### config.mk
export PLATFORM = sky130hd
export DESIGN_NAME = ascs_top
export DESIGN_NICKNAME = d
export VERILOG_FILES = /design/src/ascs_pkg.sv /design/src/ascs_top.sv
export SDC_FILE = /design/constraint.sdc
export NUM_CORES = 1
export LEC_CHECK = 0
export BUFFER_PORTS_ARGS = -buffer_cell sky130_fd_sc_hd__clkbuf_2
export CORE_ASPECT_RATIO = 0.8
export CORE_MARGIN = 1.5
export CORE_UTILIZATION = 46
export CTS_CLUSTER_SIZE = 28
export DETAILED_ROUTE_END_ITERATION = 8
export PLACE_DENSITY = 0.72
export SLEW_MARGIN = 25
export SYNTH_ARGS = -nofsm -noshare
export SYNTH_HDL_FRONTEND = slang
export SYNTH_HIERARCHICAL = 1
export SYNTH_SLANG_ARGS = --single-unit
### constraint.sdc
create_clock -name core_clk_i -period 3.6 [get_ports core_clk_i]
set_input_delay 0.54 -clock core_clk_i [delete_from_list [all_inputs] [get_ports core_clk_i]]
set_output_delay 0.54 -clock core_clk_i [all_outputs]
set_load 0.03 [all_outputs]
### src/ascs_pkg.sv
// constants and types for the serial conversion sequencer
//
// Notes on behaviour
// - clock mode 10: a conversion byte starts an automatic scan on the internal timebase.
// - clock mode 10 is selected after reset until software changes it.
// - mode 10 scan powers up, converts each requested channel, fills FIFO, shuts down.
// - finished scan drives conversion-done low; results then readable from the FIFO.
// - a requested temperature result enters the FIFO ahead of all channel results.
// - mode 10 conversion-done stays low until chip select next falls.
// - clock mode 11: one conversion per conversion byte, timed by serial clock.
// - mode 11 inhibits scanning and averaging; result shifts out during conversion.
// - mode 11 temperature result appears during the final two zero bytes.
// - first byte cut short: next byte continues with following 8 bits; rest dropped.
// - second byte cut short: remainder of that entry is dropped.
// - other entries stay intact after a partial read; host ignores 4 lead bits.
// - partial register write updates bits from MSB down; other bits keep old value.
// - results straight binary, VREF/4096 per step; temperature 0.125 C per step.
`default_nettype none
package ascs_pkg;
   // clock mode encodings of the setup byte
   localparam logic [1:0] CK_CNVST_SCAN = 2'h0;
   localparam logic [1:0] CK_CNVST_ONE  = 2'h1;
   localparam logic [1:0] CK_INT_SER    = 2'h2;
   localparam logic [1:0] CK_EXT_SER    = 2'h3;
   localparam logic [1:0] CK_RESET      = CK_INT_SER;
   // scan mode encodings of the conversion byte
   localparam logic [1:0] SCAN_LOW_TO_N = 2'h0;
   localparam logic [1:0] SCAN_N_TO_TOP = 2'h1;
   localparam logic [1:0] SCAN_N_REPEAT = 2'h2;
   localparam logic [1:0] SCAN_N_ONLY   = 2'h3;
   localparam int         SCAN_REPEATS  = 4;
   // serial byte and entry layout
   localparam int         BYTE_BITS     = 8;
   localparam int         ENTRY_BITS    = 16;
   localparam int         LEAD_ZEROS    = 4;
   // mode 11 frame lengths in serial clocks
   localparam int         M11_CLKS      = 16;
   localparam int         TEMP_CLKS     = 192;
   localparam int         TEMP_OUT_CLKS = 16;
   // internal timebase
   localparam int         CLK_NS        = 40;
   localparam int         T_WAKE_NS     = 1000;
   localparam int         WAKE_CYC      = (T_WAKE_NS + CLK_NS - 1) / CLK_NS;
   // sequencer states, one-hot
   typedef enum logic [5:0] {
      ST_IDLE = 6'h01,
      ST_WAKE = 6'h02,
      ST_REQ  = 6'h04,
      ST_WAIT = 6'h08,
      ST_PUSH = 6'h10,
      ST_DONE = 6'h20
   } ascs_state_e;
endpackage
`default_nettype wire

### src/ascs_top.sv
// result FIFO and serial conversion sequencer of a 12-bit converter
`timescale 1ns/1ns
`default_nettype none

// ----------------------------------------------------------------
// result FIFO
// ----------------------------------------------------------------
module ascs_fifo #(
   parameter int WIDTH = 16,
   parameter int DEPTH = 8
) (
   // clock and reset
   input  wire logic             clk_i,
   input  wire logic             rst_i,
   // fill side
   input  wire logic             in_valid_i,
   output logic                  in_ready_o,
   input  wire logic [WIDTH-1:0] in_data_i,
   // drain side
   output logic                  out_valid_o,
   input  wire logic             out_ready_i,
   output logic      [WIDTH-1:0] out_data_o
);
   localparam int AW = $clog2(DEPTH);
   initial if (DEPTH < 2 || (1 << AW) != DEPTH) $error("depth must be a power of two");

   logic [WIDTH-1:0] mem_ff [DEPTH];
   logic [AW:0]      wp_ff;
   logic [AW:0]      rp_ff;
   wire              push_w = in_valid_i & in_ready_o;
   wire              pop_w  = out_valid_o & out_ready_i;

   // honest full and empty from pointer wrap bit
   assign in_ready_o  = (wp_ff - rp_ff) != (AW+1)'(DEPTH);
   assign out_valid_o = wp_ff != rp_ff;
   assign out_data_o  = mem_ff[rp_ff[AW-1:0]];

   // storage write
   always_ff @(posedge clk_i)
      if (push_w)
         mem_ff[wp_ff[AW-1:0]] <= in_data_i;

   // pointers
   always_ff @(posedge clk_i)
      if (rst_i)
      begin
         wp_ff <= '0;
         rp_ff <= '0;
      end
      else
      begin
         wp_ff <= wp_ff + (AW+1)'(push_w);
         rp_ff <= rp_ff + (AW+1)'(pop_w);
      end
endmodule

// ----------------------------------------------------------------
// sequencer top
// ----------------------------------------------------------------
module ascs_top
   import ascs_pkg::*;
#(
   parameter int NUM_CH     = 16,
   parameter int FIFO_DEPTH = 8
) (
   // clock and reset
   input  wire logic        core_clk_i,
   input  wire logic        rst_i,
   // serial port pins
   input  wire logic        cs_n_i,
   input  wire logic        sclk_i,
   input  wire logic        din_i,
   output logic             dout_o,
   output logic             dout_oe_o,
   output logic             eoc_n_o,
   // converter core
   output logic             adc_pwr_o,
   output logic             adc_start_o,
   output logic [3:0]       adc_chan_o,
   output logic             adc_temp_o,
   input  wire logic        adc_done_i,
   input  wire logic [11:0] adc_data_i,
   // status
   output logic [1:0]       clk_mode_o
);
   import ascs_pkg::*;
   initial if (NUM_CH < 1 || NUM_CH > 16) $error("channel count out of range");

   // ----------------------------------------------------------------
   // pin synchronisers: three stages, change taken when 2 and 3 agree
   // ----------------------------------------------------------------
   logic [2:0] s1_ff, s2_ff, s3_ff, st_ff;
   wire  [2:0] pins_w = {cs_n_i, sclk_i, din_i};
   wire  [2:0] agree_w = ~(s2_ff ^ s3_ff);
   wire  [2:0] nxt_st = (st_ff & ~agree_w) | (s3_ff & agree_w);
   always_ff @(posedge core_clk_i)
      if (rst_i)
      begin
         s1_ff <= 3'h7;
         s2_ff <= 3'h7;
         s3_ff <= 3'h7;
         st_ff <= 3'h7;
      end
      else
      begin
         s1_ff <= pins_w;
         s2_ff <= s1_ff;
         s3_ff <= s2_ff;
         st_ff <= nxt_st;
      end

   wire cs_fall_w = st_ff[2] & ~nxt_st[2];
   wire cs_rise_w = ~st_ff[2] & nxt_st[2];
   wire cs_low_w  = ~st_ff[2];
   wire sck_rise  = cs_low_w & ~st_ff[1] & nxt_st[1];
   wire sck_fall  = cs_low_w & st_ff[1] & ~nxt_st[1];
   wire din_w     = nxt_st[0];

   // ----------------------------------------------------------------
   // byte receiver and register writes
   // ----------------------------------------------------------------
   logic [2:0] bit_ff;
   logic [6:0] sr_ff;
   logic [1:0] ck_ff;
   logic [3:0] chan_ff;
   logic [1:0] scan_ff;
   logic       treq_ff;
   wire  [7:0] byte_w   = {sr_ff, din_w};
   wire        byte_end = sck_rise & (bit_ff == 3'h7);
   wire        conv_wr  = byte_end & byte_w[7];
   wire        is_setup = sr_ff[1:0] == 2'h1;
   // setup bits written one by one as they arrive, so a cut write keeps older bits
   wire        ck1_wr   = sck_rise & (bit_ff == 3'h2) & is_setup;
   wire        ck0_wr   = sck_rise & (bit_ff == 3'h3) & (sr_ff[2:1] == 2'h1);
   wire        mode10_w = ck_ff == CK_INT_SER;
   wire        mode11_w = ck_ff == CK_EXT_SER;

   always_ff @(posedge core_clk_i)
      if (rst_i)
      begin
         bit_ff <= 3'h0;
         sr_ff  <= 7'h00;
      end
      else if (cs_fall_w)
         bit_ff <= 3'h0;
      else if (sck_rise)
      begin
         bit_ff <= bit_ff + 3'h1;
         sr_ff  <= byte_w[6:0];
      end

   // clock mode after reset is the internal serial-started mode
   always_ff @(posedge core_clk_i)
      if (rst_i)
         ck_ff <= CK_RESET;
      else
      begin
         if (ck1_wr)
            ck_ff[1] <= din_w;
         if (ck0_wr)
            ck_ff[0] <= din_w;
      end

   // ----------------------------------------------------------------
   // scan sequencer
   // ----------------------------------------------------------------
   ascs_state_e st_q;
   logic [7:0] wake_ff;
   logic [3:0] cur_ff, last_ff;
   logic [1:0] rep_ff;
   logic       tpend_ff, m11_ff, m11t_ff, one_ff;
   logic [11:0] res_ff;
   logic       f_ready;
   wire        idle_w  = st_q == ST_IDLE;
   wire [3:0]  top_w   = 4'(NUM_CH - 1);
   wire        last_w  = ~tpend_ff & (cur_ff == last_ff) & (rep_ff == 2'h0);

   // conversion byte fields are latched while idle, in every clock mode
   always_ff @(posedge core_clk_i)
      if (rst_i)
      begin
         chan_ff <= 4'h0;
         scan_ff <= 2'h0;
         treq_ff <= 1'b0;
      end
      else if (conv_wr && idle_w)
      begin
         chan_ff <= byte_w[6:3];
         scan_ff <= byte_w[2:1];
         treq_ff <= byte_w[0];
      end

   // state register and per-scan bookkeeping
   always_ff @(posedge core_clk_i)
      if (rst_i)
      begin
         st_q     <= ST_IDLE;
         wake_ff  <= 8'h00;
         cur_ff   <= 4'h0;
         last_ff  <= 4'h0;
         rep_ff   <= 2'h0;
         tpend_ff <= 1'b0;
         one_ff   <= 1'b0;
         res_ff   <= 12'h000;
      end
      else
         case (st_q)
            ST_IDLE:
               if (conv_wr && (mode10_w || mode11_w))
               begin
                  // requested temperature always converted first
                  tpend_ff <= byte_w[0];
                  one_ff   <= mode11_w;
                  wake_ff  <= 8'(WAKE_CYC - 1);
                  // mode 11 drops scanning: one result, of channel N, or of the temperature when requested
                  cur_ff   <= (!mode11_w && byte_w[2:1] == SCAN_LOW_TO_N) ? 4'h0 : byte_w[6:3];
                  last_ff  <= (!mode11_w && byte_w[2:1] == SCAN_N_TO_TOP) ? top_w : byte_w[6:3];
                  rep_ff   <= (!mode11_w && byte_w[2:1] == SCAN_N_REPEAT) ?
                              2'(SCAN_REPEATS - 1) : 2'h0;
                  st_q     <= mode11_w ? ST_REQ : ST_WAKE;
               end
            ST_WAKE:
               if (wake_ff == 8'h00)
                  st_q <= ST_REQ;
               else
                  wake_ff <= wake_ff - 8'h01;
            ST_REQ:
               st_q <= ST_WAIT;
            ST_WAIT:
               if (adc_done_i)
               begin
                  res_ff <= adc_data_i;
                  st_q   <= one_ff ? ST_IDLE : ST_PUSH;
               end
            ST_PUSH:
               // waits here while the FIFO is full
               if (f_ready)
               begin
                  if (tpend_ff)
                     tpend_ff <= 1'b0;
                  else if (rep_ff != 2'h0)
                     rep_ff <= rep_ff - 2'h1;
                  else
                     cur_ff <= cur_ff + 4'h1;
                  st_q <= last_w ? ST_DONE : ST_REQ;
               end
            ST_DONE:
               st_q <= ST_IDLE;
            default:
               st_q <= ST_IDLE;
         endcase

   // converter core drive, registered
   always_ff @(posedge core_clk_i)
      if (rst_i)
      begin
         adc_start_o <= 1'b0;
         adc_chan_o  <= 4'h0;
         adc_temp_o  <= 1'b0;
         adc_pwr_o   <= 1'b0;
      end
      else
      begin
         adc_start_o <= st_q == ST_REQ;
         adc_chan_o  <= cur_ff;
         adc_temp_o  <= tpend_ff;
         adc_pwr_o   <= ~idle_w;
      end

   // ----------------------------------------------------------------
   // result FIFO
   // ----------------------------------------------------------------
   logic        f_valid, pop_w;
   logic [15:0] f_data;
   wire         push_w = st_q == ST_PUSH;
   wire  [15:0] entry_w = {LEAD_ZEROS'(0), res_ff};
   ascs_fifo #(
      .WIDTH (ENTRY_BITS),
      .DEPTH (FIFO_DEPTH)
   ) u_fifo (
      .clk_i       (core_clk_i),
      .rst_i       (rst_i),
      .in_valid_i  (push_w),
      .in_ready_o  (f_ready),
      .in_data_i   (entry_w),
      .out_valid_o (f_valid),
      .out_ready_i (pop_w),
      .out_data_o  (f_data)
   );

   // ----------------------------------------------------------------
   // conversion-done flag: completion wins over a same-cycle release
   // ----------------------------------------------------------------
   always_ff @(posedge core_clk_i)
      if (rst_i)
         eoc_n_o <= 1'b1;
      else if (st_q == ST_DONE)
         eoc_n_o <= 1'b0;
      else if (cs_fall_w)
         eoc_n_o <= 1'b1;

   // ----------------------------------------------------------------
   // mode 11 output window, counted in serial clock falls
   // ----------------------------------------------------------------
   logic [7:0] mcnt_ff;
   wire  [7:0] mend_w   = m11t_ff ? 8'(TEMP_CLKS) : 8'(M11_CLKS);
   wire  [7:0] mstart_w = m11t_ff ? 8'(TEMP_CLKS - TEMP_OUT_CLKS) : 8'h00;
   wire  [7:0] moff_w   = mcnt_ff - mstart_w;
   // index the whole 16-bit entry so the four lead zeros never fall outside the result
   wire        m11_bit  = (mcnt_ff >= mstart_w) ? entry_w[4'(15 - moff_w[3:0])] : 1'b0;
   always_ff @(posedge core_clk_i)
      if (rst_i)
      begin
         m11_ff  <= 1'b0;
         m11t_ff <= 1'b0;
         mcnt_ff <= 8'h00;
      end
      else if (conv_wr && idle_w && mode11_w)
      begin
         m11_ff  <= 1'b1;
         m11t_ff <= byte_w[0];
         // the fall that closes the conversion byte wraps this to zero
         mcnt_ff <= 8'hFF;
      end
      else if (m11_ff && sck_fall)
      begin
         mcnt_ff <= mcnt_ff + 8'h01;
         if (mcnt_ff + 8'h01 == mend_w)
            m11_ff <= 1'b0;
      end

   // ----------------------------------------------------------------
   // FIFO read-out with partial-read handling
   // ----------------------------------------------------------------
   logic [4:0] idx_ff, end_ff;
   wire        rd_on   = f_valid & ~m11_ff;
   wire        step_w  = rd_on & sck_fall;
   wire        whole_w = step_w & (idx_ff + 5'h01 == end_ff);
   wire        cut1_w  = rd_on & cs_rise_w & (idx_ff != 5'h00) & (idx_ff < 5'(BYTE_BITS));
   wire        cut2_w  = rd_on & cs_rise_w & (idx_ff > 5'(BYTE_BITS));
   assign pop_w = whole_w | cut2_w;
   always_ff @(posedge core_clk_i)
      if (rst_i)
      begin
         idx_ff <= 5'h00;
         end_ff <= 5'(ENTRY_BITS);
      end
      else if (pop_w)
      begin
         idx_ff <= 5'h00;
         end_ff <= 5'(ENTRY_BITS);
      end
      else if (cut1_w)
         end_ff <= idx_ff + 5'(BYTE_BITS);
      else if (step_w)
         idx_ff <= idx_ff + 5'h01;

   // serial data out, registered; reads as zero when nothing is queued, except in the mode 11 window where m11_bit drives it
   wire  fifo_bit = f_valid ? f_data[4'(15 - idx_ff[3:0])] : 1'b0;
   always_ff @(posedge core_clk_i)
      if (rst_i)
         dout_o <= 1'b0;
      else
         dout_o <= m11_ff ? m11_bit : fifo_bit;
   assign dout_oe_o  = cs_low_w;
   assign clk_mode_o = ck_ff;

   // ----------------------------------------------------------------
   // checks
   // ----------------------------------------------------------------
   AST_RESET_MODE: assert property (@(posedge core_clk_i) rst_i |=> ck_ff == CK_INT_SER)
      else $error("clock mode not internal serial after reset");
   AST_SCAN_START: assert property (@(posedge core_clk_i) disable iff (rst_i)
      conv_wr && idle_w && mode10_w |=> st_q == ST_WAKE ##[1:300] st_q == ST_REQ)
      else $error("mode 10 byte did not start a scan");
   AST_PWR_SCAN: assert property (@(posedge core_clk_i) disable iff (rst_i)
      st_q == ST_WAKE |=> adc_pwr_o)
      else $error("core not powered during scan");
   AST_EOC_DONE: assert property (@(posedge core_clk_i) disable iff (rst_i)
      st_q == ST_DONE |=> !eoc_n_o && !f_valid == 1'b0)
      else $error("scan end without conversion-done or results");
   AST_TEMP_FIRST: assert property (@(posedge core_clk_i) disable iff (rst_i)
      st_q == ST_REQ && tpend_ff |=> adc_start_o && adc_temp_o)
      else $error("temperature not converted first");
   AST_EOC_HOLD: assert property (@(posedge core_clk_i) disable iff (rst_i)
      !eoc_n_o && !cs_fall_w |=> !eoc_n_o)
      else $error("conversion-done released without chip select");
   AST_EOC_REL: assert property (@(posedge core_clk_i) disable iff (rst_i)
      cs_fall_w && st_q != ST_DONE |=> eoc_n_o)
      else $error("conversion-done not released by chip select");
   AST_M11_ONE: assert property (@(posedge core_clk_i) disable iff (rst_i)
      conv_wr && idle_w && mode11_w |=> m11_ff && st_q == ST_REQ ##1 st_q == ST_WAIT)
      else $error("mode 11 byte did not start a single conversion");
   AST_CUT_FIRST: assert property (@(posedge core_clk_i) disable iff (rst_i)
      cut1_w && !pop_w |=> end_ff == $past(idx_ff) + 5'h08)
      else $error("cut first byte not continued");
   AST_CUT_SECOND: assert property (@(posedge core_clk_i) disable iff (rst_i)
      cut2_w |=> idx_ff == 5'h00 && end_ff == 5'h10)
      else $error("cut second byte did not drop entry");
   AST_PART_WR: assert property (@(posedge core_clk_i) disable iff (rst_i)
      ck1_wr |=> ck_ff[1] == $past(din_w) && ck_ff[0] == $past(ck_ff[0]))
      else $error("partial setup write disturbed older bits");
   AST_LEAD_ZERO: assert property (@(posedge core_clk_i) disable iff (rst_i)
      push_w |-> entry_w[15:12] == 4'h0 && entry_w[11:0] == res_ff)
      else $error("FIFO entry layout wrong");
endmodule
`default_nettype wire

==> results.md, run 1 <==
* Worst-Margin Slew at 0.9055 ns
* Io pins at 30
* CTS Buf Count at 23
* Final setup viols at 0
* DR pass1 iterations at 5
* Multi-input combinational cell area at 4064 sq um
* Yosys cell types at 69
* Crit Path Category: reg -> reg
* Post-Synthesis Cells at 815
* Post-CTS Setup Bufs at 0
* DR DRC count at 0
* Clk_skew at 0.01487 ns
* Post-synth EDFFs at 128
* Mapped cell area at 10030 sq um
* Yosys warnings at 6
* Finished Cell Area at 11480 sq um
* Max-slew violation count at 0
* Area leader, netlist: edfxtp_1
* Pleak at 4.356 nW
* Clk slew on worst S/H paths at 0.07 ns
* Normalized max-slew margin at 38.68%
* Switching power at 1.047 mW
* Metal-1 WL at 9.655 mm
* Core Area at 21500 sq um
* Worst hold slack at 0.1994 ns
* Top Layer Used: met4
* Kind of end point of the critical path: flip-flop
* Fin crit share at 76.01%
* Antenna fix cells at 0
* Synth area leaders: edfxtp_1 38%, dfxtp_1 20%, mux4_2 7.9%
* DP Cell Count at 1126
* Initial Util at 46.63%
* Seq pwr share at 50.7%
* Hold Vio Cnt, Final at 0
* Post-synthesis sequential area ratio at 58.11%
* Max frequency at 365.4 MHz
* Hpwl dp at 13.45 mm
* Vias/cell at 5.611
* DIE AREA at 22700 sq um
* RePlAce Congestion at 0.8173
* Ys async rst share at 0%
* Tot GR Track Use at 18.84%
* Grt ovf at 0
* Required @ worst endpoint at 3.97 ns
* Power per Cell Area at 468.9 nW/um^2
* Post-route ant nets at 0
* Max_cap viols at 0
* Vias at 6554
* Outcome: completed
* H-tree depth at 1
* Layout net count at 918
* Share of cells above drive strength 1 at 16.69%
* First-pass GRT wire length at 33.61 mm
* Worst path arrival time at 3.11 ns
* Die width at 168.1 um
* Power Internal at 4.335 mW
* Number of DRC markers in iteration 0 at 479
* Row cnt at 48
* Longest Clk Path Bufs at 3
* Clock share of power at 48.0%
* RSZ-0062 raised after global routing: no
* Max FO, Critical Path at 7
* Met2 WL at 9.561 mm
* Post-CTS sizing at 0
* Share of total power in combinational logic at 1.3%
* Worst VDD drop at 0.4631 mV
* Register-to-register setup slack at 0.86 ns
* Number of port buffers at 29
* Fin cells at 1168
* Initial antenna violation count at 0
* Min cycle time layout at 2.736 ns
* Area growth from synthesis to final layout at 14.49%
* Clk sinks at 227
* Top cell type's share of synthesized area at 38.34%
* Clock Latency Late Sink at 0.53 ns
* Final wirelength at 20.92 mm
* WL per Instance at 17.91 um
* Die Y at 135.0 um
* Seq cells post-synth at 227
* Largest net degree at the start of global routing at 41
* Sw Share at 19.46%
* FF/Latch Area at 5827 sq um
* Hold Path Class: in -> reg
* Avg Inst Size Synth at 12.30 sq um
* Cell Area, Placed at 10640 sq um
* Startpoint Class: flip-flop
* Hold-fix buffers, CTS at 0
* Total Power at 5.382 mW
* Vias in the first global route at 6313
* Most common flop cell mapped by yosys: edfxtp_1
* Fillers at 1774
* Met3 wire len at 1.225 mm
* CTS tree: yes
* Root Buffer: clkbuf_16
worst max-delay path, cell delays in order (launching register included):
cell and delay [ns]:
dfxtp_1 0.45, ha_1 0.31, and3_1 0.20, nand2b_1 0.14
nor2b_1 0.18, nand4_1 0.10, a211oi_1 0.35, or2_2 0.17
and2_1 0.12, ha_1 0.19, ha_1 0.24, nor2b_1 0.12
power groups by stage:
stage / Sequential (mW) / Combinational (mW) / Clock, mW
after CTS: 2.73 / 0.0676 / 2.63
after global placement: 2.78 / 0.0672 / 0
after floorplan: 2.78 / 0.0408 / 0
after global routing: 2.73 / 0.0777 / 2.73
final: 2.73 / 0.0702 / 2.58
after detailed placement: 2.78 / 0.0675 / 0
worst paths after layout:
| kind | start | to | depth (start not counted) |
|---|---|---|---|
| worst min register to register | s1_ff[2] | s2_ff[2] | 1 |
| worst max-delay path | u_fifo/wp_ff[1] | u_fifo/rp_ff[1] | 11 |
| worst max register to register | u_fifo/wp_ff[1] | u_fifo/rp_ff[1] | 11 |
| worst min-delay path | din_i | s1_ff[0] | 2 |
cells in the mapped netlist, types with 4 or more instances:
cell type    n
a211oi_1    12
mux4_2      35
o21ai_0     12
nor4_1      18
ha_1        24
edfxtp_1   128
nor2_1      44
nor2b_1     17
or2_2       14
nand4_1     10
dfxtp_1     99
mux2i_1     27
a2111oi_0    4
or3_1        8
nand2b_1     8
nand3_1     20
o211ai_1     6
clkbuf_1    29
and3_1       5
a31oi_1      4
a311oi_1     5
xor2_1      16
inv_1       28
a21oi_1     31
xnor2_1     12
nand2_1     95
buf_2        7
nor3_1      26
a21o_1       4
layout by cell type, fill, tap and decap left out, types with 12 or more instances in the layout:
cell | netlist | final
a211oi_1 | 12 | 12
a21oi_1 | 31 | 31
buf_4 | 3 | 20
clkbuf_16 | 0 | 25
clkbuf_2 | 1 | 30
conb_1 | 1 | 32
dfxtp_1 | 99 | 98
edfxtp_1 | 128 | 128
ha_1 | 24 | 24
inv_1 | 28 | 28
mux2i_1 | 27 | 27
mux4_2 | 35 | 35
nand2_1 | 95 | 95
nand3_1 | 20 | 20
nor2_1 | 44 | 44
nor2b_1 | 17 | 17
nor3_1 | 26 | 26
o21ai_0 | 12 | 12
or2_2 | 14 | 14
xnor2_1 | 12 | 12
xor2_1 | 16 | 16
flip-flops by register name, summed over array words and instances (netlist names), 5 cells and up:
name and cells:
wake_ff 8, mcnt_ff 8, sr_ff 7, u_fifo/mem_ff 128, st_q 6, res_ff 12, idx_ff 5, end_ff 5
routing by layer:
| metal | GRT usage [%] | up-vias |
|---|---|---|
| li1 | - | 3122 |
| met1 | 26.56 | 3201 |
| met2 | 30.00 | 187 |
| met3 | 3.605 | 44 |
| met4 | 5.308 | 0 |
| met5 | 0 | - |
per-stage QoR:
step	TNS (ns)	setup WS (ns)	util [%]
finish	0	0.8636	53.39
global route	0	0.5406	53.39
CTS	0	0.8701	53.39
detailed placement	0	0.9274	49.48
global placement	0	1.055	49.48
floorplan	-24.35	-0.1903	-
cell families (layout without fill, tap and decap cells):
kind of cell,count (synthesis),after routing,synth area share (%)
AOI/OAI and AO/OA,103,103,7.089
xor gates and xnor gates,29,29,2.683
adders and majority gates,25,25,3.095
buffers and inverters,73,120,3.020
DFF,227,227,58.11
muxes,63,63,10.67
other,1,32,0.03740
and+or+nand+nor,294,294,15.30
final cells by class:
class	instances	share of cell area, %
Sequential cell	227	50.76
Timing Repair Buffer	49	2.572
Multi-Input combinational cell	546	35.40
Clock buffer	34	6.191
Clock inverter	8	1.123
Inverter	29	0.9483
Tap cell	275	2.998
No activity file was read; power rests on OpenSTA's default activity.
==> run 2, diff against run 1 <==
PLACE_DENSITY = 0.7   (was 0.72)
clock period = 2.7 ns   (was 3.6 ns; I/O delays follow)
==> run 2 against run 1 <==
Effect of this change: flip-flop and latch count unchanged; first-iteration DRC count grew 16%; via count grew 0.52%; combinational power is 29% higher; non-clock buffer count up 10; clock power is 36% higher; die area unchanged; sequential share of layout area shrank 1.1 points; clock skew up 0.0041 ns; sequential power increased by 33%; total power grew 34%; critical path type unchanged; critical endpoint unchanged; largest cell class unchanged.
==> results.md, run 2 (synthesized netlist as in run 1, its figures left out) <==
* Outcome: completed
* Reg-to-Reg Start: u_fifo/wp_ff[0]
* Total Power at 7.233 mW
* Initial Util at 46.63%
* Max_cap viols at 0
* Worst-Margin Slew at 0.9352 ns
* Clk slew on worst S/H paths at 0.06 ns
* Hold Path Class: in -> reg
* Layout net count at 929
* Register-to-register setup slack at 0.12 ns
* Most frequent cells in the layout: 128 x edfxtp_1, 98 x dfxtp_1, 95 x nand2_1
* Clk sinks at 227
* Min cycle time layout at 2.577 ns
* Number of DRC markers in iteration 0 at 555
* Normalized max-slew margin at 36.67%
* Most common cell after layout, fill and taps aside: edfxtp_1
* RePlAce Congestion at 0.8508
* Switching power at 1.368 mW
* WL per Instance at 17.37 um
* Number of flip-flops in the largest register at 128
* H-tree depth at 1
* Share of cells above drive strength 1 at 18.90%
* Io pins at 30
* Pleak at 4.440 nW
* Hold worst-path end: s1_ff[0]
* Seq pwr share at 50.3%
* Antenna fix cells at 0
* Number of port buffers at 29
* CTS tree: yes
* Initial antenna violation count at 0
* WHS Path Cells at 2
* Final Util at 54.61%
* Row cnt at 48
* Kind of end point of the critical path: flip-flop
* CP Launch Point: u_fifo/wp_ff[0]
* Final wirelength at 20.50 mm
* Final setup viols at 0
* Reg-to-reg endpoint: u_fifo/rp_ff[1]
* First-pass GRT wire length at 32.80 mm
* Power Internal at 5.865 mW
* Hold-fix buffers, CTS at 0
* Vias/cell at 5.583
* Hold Vio Cnt, Final at 0
* Worst VDD drop at 0.5058 mV
* Die Y at 135.0 um
* Root Buffer: clkbuf_16
* Required @ worst endpoint at 3.07 ns
* Die width at 168.1 um
* Crit Path Category: reg -> reg
* Core Area at 21500 sq um
* DIE AREA at 22700 sq um
* Longest Clk Path Bufs at 3
* Tot GR Track Use at 18.27%
* DR DRC count at 0
* Post-route ant nets at 0
* Fin crit share at 95.43%
* Clk_skew at 0.01900 ns
* Worst hold start: din_i
* Power per Cell Area at 615.9 nW/um^2
* Largest net degree at the start of global routing at 58
* Area growth from synthesis to final layout at 17.12%
* Hpwl dp at 13.48 mm
* DR pass1 iterations at 5
* Vias in the first global route at 6111
* Worst path arrival time at 2.95 ns
* Max FO, Critical Path at 4
* Setup TNS at 0 ns
* Clock share of power at 48.4%
* Max-slew violation count at 0
* Clock Latency Late Sink at 0.53 ns
* Share of total power in combinational logic at 1.3%
* CTS Buf Count at 24
* Vias at 6588
* Startpoint Class: flip-flop
* Grt ovf at 0
* Max frequency at 388.1 MHz
* Sw Share at 18.91%
* Register-to-Register Path Depth at 11
## run 2: cell types whose count changed in the layout (fill, tap and decap cells not counted), moves of 2 or more
cell      delta
buf_4       +10
clkbuf_1     +2
clkbuf_8     +5
clkinv_2     -3
ha_1         -3
ha_4         +2
nor2b_1      -2
nor4_1       -2
nor4_2       -6
nor4_4       +8
## run 2: cell type report
cell class	count	area, sq um
Fill cell	1786	9758
Sequential cell	227	5827
Multi-Input combinational cell	546	4207
Clock buffer	39	757.0
Timing Repair Buffer	59	370.4
Tap cell	275	344.1
Clock inverter	5	123.9
Inverter	29	113.9
## run 2: worst max-delay path, cell delays in order, from the launching register on
cell and delay, ns:
dfxtp_1 0.35, inv_1 0.07, ha_1 0.34, and3_4 0.21
nand2b_4 0.08, nand4b_1 0.20, nor4_2 0.33, or2_2 0.16
and2_1 0.14, ha_1 0.18, ha_1 0.24, nor2b_1 0.13
## run 2: per-layer routing
layer	GRT usage [%]	wire, um	vias to the layer above
met2	27.57	8904	170
met1	28.10	10020	3238
li1	-	-	3151
met4	4.812	337	0
met3	2.140	1235	29
met5	0	0	-
## run 2: worst max-delay path by stage
stage	slack (ns)	endpoint
after floorplan	-0.02	u_fifo/wp_ff[1]
after global placement	0.14	u_fifo/rp_ff[1]
after detailed placement	0.003	u_fifo/rp_ff[1]
after CTS	0.02	u_fifo/rp_ff[1]
after global routing	-0.001	u_fifo/rp_ff[2]
final	0.12	u_fifo/rp_ff[1]
## run 2: per-stage QoR
step	hold slack, ns	instance area, sq um	setup slack [ns]	std cells
4_1_cts	0.06108	11720	0.01625	1180
5_1_grt	0.05806	11740	-0.001385	1180
6_report	0.07713	11740	0.1235	1180
2_1_floorplan	0.3895	10350	-0.01672	846
3_5_place_dp	0.3998	10840	0.003430	1136
3_3_place_gp	0.3991	10840	0.1369	1136
## run 2: power by group through the flow
stage	Clock (mW)	Sequential, mW	Combinational, mW
2_1_floorplan	0	3.71	0.0544
6_report	3.50	3.64	0.0907
5_1_grt	3.69	3.64	0.100
4_1_cts	3.57	3.64	0.0886
3_3_place_gp	0	3.71	0.0872
3_5_place_dp	0	3.71	0.0885
## run 2: timing repair
action	CTS	global route
setup buffers	0	0
setup endpoints to repair	3	3
gates resized for setup	2	3
pin swaps	0	1
gates cloned	0	0
==> run 3, diff against run 2 <==
ABC_AREA = 1   (was not set)
==> run 3 against run 2 <==
Effect of this change: die area up 2.0%; largest power group unchanged; clock skew up 0.011 ns; sequential power up 2%; area after synthesis up 2.0%; register-to-register slack better by 0.21 ns; fmax up 8.9%; critical path type unchanged; global-route usage up 1.3 points.
==> results.md, run 3 <==
* Outcome: completed
* Largest family of logic cells by synthesized area: simple AND/OR/NAND/NOR gates
* H-tree depth at 1
* Mux contribution to synthesized area at 0%
* Crit Path Category: reg -> reg
* Max frequency at 422.7 MHz
* Vias in the first global route at 6812
* Hpwl dp at 13.94 mm
* Most common flop cell mapped by yosys: edfxtp_1
* Startpoint Class: flip-flop
* Yosys warnings at 6
* Initial antenna violation count at 1
* First-pass GRT wire length at 35.62 mm
* Clk_skew at 0.02991 ns
* Worst VDD drop at 0.5251 mV
* DR DRC count at 0
* XOR/XNOR share of the synthesized area at 1.713%
* Ys async rst share at 0%
* Die Y at 136.4 um
* WL per Instance at 14.99 um
* Row cnt at 48
* Clk sinks at 227
* CTS Buf Count at 23
* Vias at 7582
* Min cycle time layout at 2.365 ns
* Worst path arrival time at 2.74 ns
* Synth Area in Simple Gates at 19.60%
* Worst-Margin Slew at 0.5453 ns
* CTS tree: yes
* Post-Synthesis Cells at 1119
* Max_cap viols at 0
* Share of cells above drive strength 1 at 11.45%
* Complex-gate fraction of the synthesized area at 12.04%
* Most common cell after layout, fill and taps aside: nand2_1
* RePlAce Congestion at 0.8519
* RSZ-0062 raised after global routing: no
* Power per Cell Area at 649.2 nW/um^2
* Post-synth EDFFs at 128
* Tot GR Track Use at 19.55%
* Final setup viols at 0
* Number of flip-flops in the largest register at 128
* Core Area at 21680 sq um
* Total Power at 7.482 mW
* Area growth from synthesis to final layout at 12.66%
* Top cell type's share of synthesized area at 37.58%
* DR pass1 iterations at 5
* Yosys cell types at 40
* Setup TNS at 0 ns
* Clk slew on worst S/H paths at 0.06 ns
* Final wirelength at 22.42 mm
* Mapped cell area at 10230 sq um
* Fillers at 1937
* Kind of end point of the critical path: flip-flop
* Adder-Cell Fraction of Synth Area at 2.936%
* Initial Util at 47.18%
* Io pins at 30
* Clock Latency Late Sink at 0.53 ns
* Antenna fix cells at 0
* Avg Inst Size Synth at 9.141 sq um
* Area leader, netlist: edfxtp_1
* Hold Path Class: in -> reg
* Grt ovf at 0
* Required @ worst endpoint at 3.08 ns
* DIE AREA at 23150 sq um
* Longest Clk Path Bufs at 3
* Multi-input combinational cell area at 3834 sq um
* Most frequent cells in the layout: 183 x nand2_1, 159 x nor2_1, 128 x edfxtp_1
* Cell with the most instances after synthesis: nand2_1
* Hold Vio Cnt, Final at 0
* Synth area leaders: edfxtp_1 38%, dfxtp_1 19%, nand2_1 6.7%
* Commonest cells in the synthesized netlist: 183 x nand2_1, 160 x nor2_1, 128 x edfxtp_1
* Root Buffer: clkbuf_16
* Post-route ant nets at 0
* Number of DRC markers in iteration 0 at 693
* Seq cells post-synth at 227
* Largest net degree at the start of global routing at 65
* Max-slew violation count at 0
* Post-synthesis sequential area ratio at 56.95%
* Die width at 169.7 um
* Normalized max-slew margin at 63.61%
* Post-CTS Setup Bufs at 0
* Max FO, Critical Path at 6
* Pleak at 4.528 nW
* Number of port buffers at 29
* Fin crit share at 87.61%
* Vias/cell at 5.068
* Layout net count at 1222
* FF/Latch Area at 5828 sq um
[run 3: changes by cell type after synthesis, moves of 20 or more]
cell	delta
nor2_1	+116
nand2_1	+88
o21ai_0	+78
inv_1	+74
o21ai_1	+46
nand3_1	+41
mux4_2	-35
o22ai_1	+34
mux2i_1	-27
nor3_1	-20
[run 3: metal layers]
metal	track usage, %	share of wire, %	vias up	wire (um)
li1	-	-	3858	-
met1	28.55	48	3491	10740
met2	30.56	44	202	9844
met3	2.882	6.3	31	1410
met4	4.867	1.9	0	420
met5	0	0	-	0
[run 3: path summary, 6_finish.rpt]
| check | from | to | slack (ns) | depth (start not counted) |
|---|---|---|---|---|
| min reg2reg | s1_ff[1] | s2_ff[1] | 0.41 | 1 |
| max reg2reg | u_fifo/wp_ff[0] | u_fifo/rp_ff[1] | 0.33 | 16 |
| min | din_i | s1_ff[0] | 0.08 | 2 |
| max | u_fifo/wp_ff[0] | u_fifo/rp_ff[1] | 0.33 | 16 |
[run 3: report_power, final]
part	switching (mW)	leakage [nW]	internal, mW
clock	1.29	0.373	1.86
combinational	0.398	2.24	0.214
sequential	0.0378	1.91	3.68
[run 3: cell type report]
class | count | area share (%)
Clock buffer | 36 | 5.983
Clock inverter | 5 | 0.5646
Inverter | 113 | 3.724
Multi-Input combinational cell | 765 | 33.27
Sequential cell | 227 | 50.58
Tap cell | 300 | 3.257
Timing Repair Buffer | 50 | 2.628
[run 3: kinds of logic after synthesis]
logic type | after synthesis
adders and majority gates | 24
DFF | 227
xor gates and xnor gates | 20
AOI/OAI and AO/OA | 228
buffers and inverters | 158
and+or+nand+nor | 461
other | 1
[run 3: timing repair]
item	CTS	global route
setup endpoints to repair	0	3
gates resized for setup	0	2
hold buffers	0	0
[run 3: worst max-delay path: stages (launching register included)]
cell and delay [ns]:
dfxtp_2 0.37, inv_1 0.10, ha_1 0.30, nand2_1 0.07, inv_1 0.05, nand4_1 0.11
nand2_1 0.13, nor2_2 0.17, inv_1 0.06, nor2_1 0.09, nand2_1 0.09, nand2_1 0.07
and2_1 0.12, ha_1 0.16, ha_1 0.22, inv_1 0.07, nor2_1 0.04
[run 3: through the flow]
step           util (%)  worst slack (ns)  hold slack (ns)  instance area [sq um]  instances
5_1_grt           53.15           0.06520          0.07993                  11520       1496
3_3_place_gp      49.65            0.3626           0.3986                  10770       1455
2_1_floorplan         -            0.3185           0.3895                  10340       1150
4_1_cts           53.13            0.2360          0.06772                  11520       1496
3_5_place_dp      49.65            0.3068           0.3976                  10770       1455
6_report          53.15            0.3345          0.08415                  11520       1496
